--- config.mk ---
export PLATFORM = sky130hd
export DESIGN_NAME = csfb_status
export DESIGN_NICKNAME = d
export VERILOG_FILES = /design/src/hw/csfb_pkg.sv /design/src/hw/csfb_alu.sv /design/src/hw/csfb_status.sv
export VERILOG_INCLUDE_DIRS = /design/src /design/src/hw
export SDC_FILE = /design/constraint.sdc
export NUM_CORES = 1
export LEC_CHECK = 0
export BUFFER_PORTS_ARGS = -buffer_cell sky130_fd_sc_hd__buf_4
export CORE_UTILIZATION = 40
export CTS_CLUSTER_DIAMETER = 100
export DETAILED_ROUTE_END_ITERATION = 6
export GPL_ROUTABILITY_DRIVEN = 0
export GPL_TIMING_DRIVEN = 1
export HOLD_SLACK_MARGIN = 0.03
export PLACE_DENSITY = 0.76
export SLEW_MARGIN = 20
export SYNTH_ARGS = -nofsm -noshare
export SYNTH_HDL_FRONTEND = slang
export SYNTH_SLANG_ARGS = --single-unit
--- constraint.sdc ---
create_clock -name clock_i -period 6.6 [get_ports clock_i]
set_input_delay 1.32 -clock clock_i [delete_from_list [all_inputs] [get_ports clock_i]]
set_output_delay 1.32 -clock clock_i [all_outputs]
set_load 0.005 [all_outputs]
--- src/hw/csfb_defines.svh ---
// Purpose: Constants of the core status register with bank selection.
// Assumes: One 8-bit register, reached by the core's file-register port.
// Notes:   Offsets, bit positions and reset values are named here.
//
// Operation
// - Any instruction may target the status register like a file register.
// - Status-targeted flag-updating ops load zero/digit/carry from ALU, not data.
// - Writes to watchdog expiry and sleep entered flags are ignored.
// - Clearing status zeroes bank bits, keeps reset flags, sets zero flag.
// - In subtraction carry and digit carry mean no borrow when one.
// - Indirect page bit selects banks 2-3 when one, 0-1 when zero.
// - Direct page bits pick bank 0..3 by their two-bit value.
// - Watchdog expiry flag sets at power-up, kick, sleep; clears on timeout.
// - Subtraction adds the two's complement of the second operand.
// - Rotates load carry with the shifted-out bit of the source.
`ifndef CSFB_DEFINES_SVH
`define CSFB_DEFINES_SVH

`define CSFB_STATUS_OFS    7'h03
`define CSFB_BIT_IPAGE     7
`define CSFB_BIT_DPAGE_HI  6
`define CSFB_BIT_DPAGE_LO  5
`define CSFB_BIT_WDEXP     4
`define CSFB_BIT_SLEEP     3
`define CSFB_BIT_ZERO      2
`define CSFB_BIT_DCARRY    1
`define CSFB_BIT_CARRY     0
`define CSFB_RESET_VAL     8'h18

`endif

--- src/hw/csfb_pkg.sv ---
// Purpose: Types of the core status register block.
// Assumes: Included defines give the numbers.
// Notes:   Operation codes are abstract; the decoder maps instructions.
package csfb_pkg;

    // ALU operations seen by the status block.
    typedef enum logic [3:0]
    {
        CSFB_OP_NONE,
        CSFB_OP_ADD,
        CSFB_OP_SUB,
        CSFB_OP_AND,
        CSFB_OP_IOR,
        CSFB_OP_XOR,
        CSFB_OP_MOVE,
        CSFB_OP_CLEAR,
        CSFB_OP_ROR,
        CSFB_OP_ROL,
        CSFB_OP_SWAP,
        CSFB_OP_PASS
    } csfb_op_e;

    // One executed instruction as presented by the execution unit.
    typedef struct packed
    {
        logic     valid;
        csfb_op_e op;
        logic [7:0] a;
        logic [7:0] b;
        logic       wr_en;
        logic [6:0] wr_addr;
    } csfb_exec_s;

    // Result of the datapath.
    typedef struct packed
    {
        logic [7:0] result;
        logic       zero;
        logic       dcarry;
        logic       carry;
        logic       upd_z;
        logic       upd_c;
    } csfb_alu_s;

endpackage

--- src/hw/csfb_alu.sv ---
// Purpose: Eight-bit ALU that produces the result and arithmetic flags.
// Assumes: Purely combinational; the status block registers the outputs.
// Notes:   Subtract is a + ~b + 1, so carry one means no borrow.
`timescale 1ns/1ps
`include "csfb_defines.svh"
module csfb_alu
    import csfb_pkg::*;
(
    // Operands
    input  wire csfb_op_e   op_i,
    input  wire logic [7:0] a_i,
    input  wire logic [7:0] b_i,
    input  wire logic       carry_in_i,
    // Result
    output csfb_alu_s       alu_o
);

    logic [4:0] lo_sum;
    logic [8:0] full_sum;
    logic [7:0] addend;
    logic       cin;

    always_comb
    begin
        addend = b_i;
        cin    = 1'b0;
        if (op_i == CSFB_OP_SUB)
        begin
            addend = ~b_i;
            cin    = 1'b1;
        end
        lo_sum   = {1'b0, a_i[3:0]} + {1'b0, addend[3:0]} + {4'h0, cin};
        full_sum = {1'b0, a_i} + {1'b0, addend} + {8'h00, cin};
    end

    always_comb
    begin
        alu_o        = '0;
        alu_o.carry  = carry_in_i;
        unique case (op_i)
            CSFB_OP_ADD, CSFB_OP_SUB:
            begin
                alu_o.result = full_sum[7:0];
                alu_o.dcarry = lo_sum[4];
                alu_o.carry  = full_sum[8];
                alu_o.upd_z  = 1'b1;
                alu_o.upd_c  = 1'b1;
            end
            CSFB_OP_AND:
            begin
                alu_o.result = a_i & b_i;
                alu_o.upd_z  = 1'b1;
            end
            CSFB_OP_IOR:
            begin
                alu_o.result = a_i | b_i;
                alu_o.upd_z  = 1'b1;
            end
            CSFB_OP_XOR:
            begin
                alu_o.result = a_i ^ b_i;
                alu_o.upd_z  = 1'b1;
            end
            CSFB_OP_MOVE:
            begin
                alu_o.result = a_i;
                alu_o.upd_z  = 1'b1;
            end
            CSFB_OP_CLEAR:
            begin
                alu_o.result = 8'h00;
                alu_o.upd_z  = 1'b1;
            end
            CSFB_OP_ROR:
            begin
                alu_o.result = {carry_in_i, a_i[7:1]};
                alu_o.carry  = a_i[0];
            end
            CSFB_OP_ROL:
            begin
                alu_o.result = {a_i[6:0], carry_in_i};
                alu_o.carry  = a_i[7];
            end
            CSFB_OP_SWAP: alu_o.result = {a_i[3:0], a_i[7:4]};
            CSFB_OP_PASS: alu_o.result = a_i;
            default:      alu_o.result = a_i;
        endcase
        alu_o.zero = (alu_o.result == 8'h00);
    end

endmodule

--- src/hw/csfb_status.sv ---
// Purpose: Core status register with ALU flags, reset causes and banks.
// Assumes: One instruction per clock; writes take effect at the edge.
// Notes:   Flag updates override a data write to the same status bits.
`timescale 1ns/1ps
`include "csfb_defines.svh"
module csfb_status
    import csfb_pkg::*;
(
    // Clock and reset
    input  wire logic       clock_i,
    input  wire logic       rst_i,
    // Execution unit
    input  wire csfb_exec_s exec_i,
    input  wire logic       dog_kick_i,
    input  wire logic       sleep_i,
    input  wire logic       dog_timeout_i,
    // Results
    output logic [7:0]      result_o,
    output logic [7:0]      status_o,
    output logic [1:0]      direct_bank_o,
    output logic [8:0]      indirect_base_o
);

    csfb_alu_s  alu;
    logic [7:0] st_r;
    logic [7:0] st_nxt;
    logic       hit;

    csfb_alu u_alu
    (
        .op_i       (exec_i.op),
        .a_i        (exec_i.a),
        .b_i        (exec_i.b),
        .carry_in_i (st_r[`CSFB_BIT_CARRY]),
        .alu_o      (alu)
    );

    // ==========================================================
    // Next status value
    always_comb
    begin
        st_nxt = st_r;
        hit    = exec_i.valid && exec_i.wr_en &&
                 (exec_i.wr_addr == `CSFB_STATUS_OFS);
        if (hit)
        begin
            // Writable bits take the result like any file register.
            st_nxt[7:5] = alu.result[7:5];
            st_nxt[2:0] = alu.result[2:0];
        end
        if (exec_i.valid && alu.upd_z)
            st_nxt[`CSFB_BIT_ZERO] = alu.zero;
        else if (hit && (exec_i.op == CSFB_OP_ROR ||
                         exec_i.op == CSFB_OP_ROL))
        begin
            // A rotate owns the carry, so zero and digit carry are shielded.
            st_nxt[`CSFB_BIT_ZERO]   = st_r[`CSFB_BIT_ZERO];
            st_nxt[`CSFB_BIT_DCARRY] = st_r[`CSFB_BIT_DCARRY];
        end
        if (exec_i.valid && alu.upd_c)
        begin
            st_nxt[`CSFB_BIT_DCARRY] = alu.dcarry;
            st_nxt[`CSFB_BIT_CARRY]  = alu.carry;
        end
        else if (hit && alu.upd_z)
        begin
            st_nxt[1:0] = st_r[1:0];
        end
        if (exec_i.valid && (exec_i.op == CSFB_OP_ROR ||
                             exec_i.op == CSFB_OP_ROL))
            st_nxt[`CSFB_BIT_CARRY] = alu.carry;
        // Reset-cause bits ignore data writes; only events move them.
        st_nxt[`CSFB_BIT_WDEXP] = st_r[`CSFB_BIT_WDEXP];
        st_nxt[`CSFB_BIT_SLEEP] = st_r[`CSFB_BIT_SLEEP];
        if (dog_kick_i)
        begin
            st_nxt[`CSFB_BIT_WDEXP] = 1'b1;
            st_nxt[`CSFB_BIT_SLEEP] = 1'b1;
        end
        else if (sleep_i)
        begin
            st_nxt[`CSFB_BIT_WDEXP] = 1'b1;
            st_nxt[`CSFB_BIT_SLEEP] = 1'b0;
        end
        // A time-out is the cause to remember, so it wins over a kick.
        if (dog_timeout_i)
            st_nxt[`CSFB_BIT_WDEXP] = 1'b0;
    end

    // ==========================================================
    // Status register
    always_ff @(posedge clock_i)
    begin
        if (rst_i)
            st_r <= `CSFB_RESET_VAL;
        else
            st_r <= st_nxt;
    end

    // ==========================================================
    // Registered outputs
    always_ff @(posedge clock_i)
    begin
        if (rst_i)
        begin
            result_o        <= 8'h00;
            status_o        <= `CSFB_RESET_VAL;
            direct_bank_o   <= 2'b00;
            indirect_base_o <= 9'h000;
        end
        else
        begin
            result_o        <= alu.result;
            status_o        <= st_nxt;
            direct_bank_o   <= st_nxt[6:5];
            indirect_base_o <= {st_nxt[`CSFB_BIT_IPAGE], 8'h00};
        end
    end

    // Any reset-cause event moves the reset-cause bits on purpose.
    logic       any_evt;
    // Operand arithmetic done apart from the ALU, so a broken adder shows.
    logic [4:0] chk_lo;
    logic [8:0] chk_sum;
    logic [7:0] chk_diff;

    assign any_evt  = dog_kick_i | sleep_i | dog_timeout_i;
    assign chk_lo   = {1'b0, exec_i.a[3:0]} + {1'b0, exec_i.b[3:0]};
    assign chk_sum  = {1'b0, exec_i.a} + {1'b0, exec_i.b};
    assign chk_diff = exec_i.a - exec_i.b;
endmodule

==> out/qor.yml <==
status: "finished clean"
ctsHoldBuffers: 0
drc_errors: 0
numCtsBuffers: 3
rows: 26
routed_wl_um: 6454
htreeDepth: 1
leakage_uw: 0.001158
cts_tree: "done"
start_util_pct: 42.62
async_flop_share_pct: 0
fin_crit_ns: 4.394
wl_per_cell_um: 16.38
arrival_ns: 4.58
drtIter0Drc: 332
avgViaCountPerCell: 5.896
finalHoldViolations: 0
grt_overflow: 0
max_cap_viol_count: 0
hpwl_um: 4899
first_pass_iters: 5
clk_pin_slew_worst_paths_ns: 0.06
synth_edf_count: 0
finalNetCount: 384
grt_pass1_vias: 2147
ys_seq_area_share_pct: 14.26
critical_path_class: "input port to flip-flop"
synth_cell_types: 68
max-slew-margin-rel_pct: 51.90
cts-resized-gates: 0
via_count: 2323
synth_flop_cell: "dfxtp_1"
syn2layout_area_growth_pct: 14.76
grt_pass1_wl_um: 10680
tightest_slew_ns: 0.7188
grt_max_degree: 40
clock_sinks: 16
cts_setup_buffers: 0
antenna_found_initial: 0
core_area_um2: 5270
grt_usage_pct: 22.57
crit_required_ns: 6.79
grt_use_met3_pct: 5.238
io_buffers: 52
setup_viol: 0
syn_avg_cell_area_um2: 7.665
synth.area.top_cells: "dfxtp_1 14%, ha_1 13%, buf_4 5.3%"
hold_path.class: "flip-flop to flip-flop"
startpoint_type: "input port"
synth_top_cell_area_share_pct: 14.26
seq_area_um2: 320.3
period_share_pct: 66.58
die_h_um: 76.93
worst_clock_skew_ns: 0.0004642
busiest_layer: "met2"
fin_tns_setup_ns: 0
power.density_nw_per_um2: 134.8
ys_warn_count: 0
antenna_left: 0
yosys_register_bits: 16
synthCells: 293
die_area_um2: 5918
pin_count: 61
slew_viol_final: 0
drive_above_1_share_pct: 20.68
clockBufferDepth: 2
synth_largest_area_cell: "dfxtp_1"
final_common_cell: "buf_4"
die_width_um: 76.93
n_fill_cell: 519
gr-usage-met1_pct: 29.43
fin_util_pct: 48.91
grt_use_met2_pct: 35.63
cts_root_buf: "clkbuf_8"
syn_area_um2: 2246
whs_ns: 0.4822
cp-end-kind: "flip-flop"
clk_latency_ns: 0.25
multiInputGateArea_um2: 1642
clock.fmax_ghz: 0.2276
antennaDiodeCount: 0
ir_drop_mv: 0.07616
rsz0062_at_grt: "false"
cp_max_fo: 39
final_cell_mix: "52 x buf_4, 29 x nor2_1, 24 x ha_1, 19 x inv_1, 18 x a21oi_1"
cells by family after synthesis:
logic type	count (synthesis)	share of synthesized area [%]
AO/OA/AOI/OAI	97	31.76
AND/OR/NAND/NOR	87	20.56
buffers and inverters	54	13.82
adder cells (fa/ha/maj)	25	14.26
flip-flops	16	14.26
XOR/XNOR	11	4.290
multiplexers	2	0.8914
other	1	0.1670
power breakdown:
| part | switching, uW | leakage (uW) | internal, uW |
|---|---|---|---|
| clock network | 32.6 | 0.0000288 | 52.9 |
| logic | 90.9 | 0.000997 | 65.9 |
| registers | 2.18 | 0.000132 | 103 |
Yosys cell counts, types with 4 or more instances:
master	number
nor2_1	29
ha_1	24
inv_1	19
a21oi_1	18
buf_4	16
dfxtp_1	16
nand2_1	16
o21ai_0	15
xnor2_1	9
a211oi_1	7
nor2b_1	7
nor3_1	6
buf_2	5
buf_6	5
clkbuf_1	5
nand3_1	5
a21o_1	4
a32oi_1	4
nand2b_1	4
o21ai_1	4
o32ai_1	4
final cells by class:
cell class,instances,share of cell area (%)
clock buffers,4,2.136
repair buffers,52,15.15
multi-input cells,230,63.69
inverters,22,3.204
flip-flops and latches,16,12.43
well taps,70,3.398
per-layer routing:
metal / vias to the layer above / wire length, um / part of all wire, %
met3: 17 / 670 / 10
met2: 132 / 2935 / 45
li1: 1112 / - / -
met5: - / 0 / 0
met1: 1062 / 2680 / 42
met4: 0 / 167 / 2.6
through the flow:
step / total power (uW) / worst slack [ns] / instance area [um2] / std cells
global placement: 257.1 / 2.195 / 2522 / 390
finish: 347.4 / 2.206 / 2577 / 394
CTS: 346.8 / 2.247 / 2577 / 394
detailed placement: 260.3 / 1.990 / 2522 / 390
floorplan: 213.0 / 2.664 / 2272 / 300
global route: 370.0 / 1.991 / 2577 / 394
worst paths after layout:
check,slack [ns],endpoint,from,depth (start not counted)
worst max register to register,4.85,status_o[2],status_o[0],7
worst max-delay path,2.21,status_o[2],exec_i[27],12
worst min register to register,0.48,status_o[5],status_o[5],2
worst min-delay path,0.48,status_o[5],status_o[5],2
worst max-delay path: stages:
cell and delay (ns):
buf_4 0.23, or2_1 0.37, nor2_1 0.60, xnor2_1 0.22
fa_1 0.47, xor2_1 0.18, a21oi_1 0.15, o22ai_1 0.09
o32ai_1 0.44, and3_1 0.24, o2111ai_1 0.11, o21ai_2 0.15
state kept, by name (all words and copies together) (netlist names):
name	flops
result_o	8
status_o	8
Power figures use the tool's default switching activity.
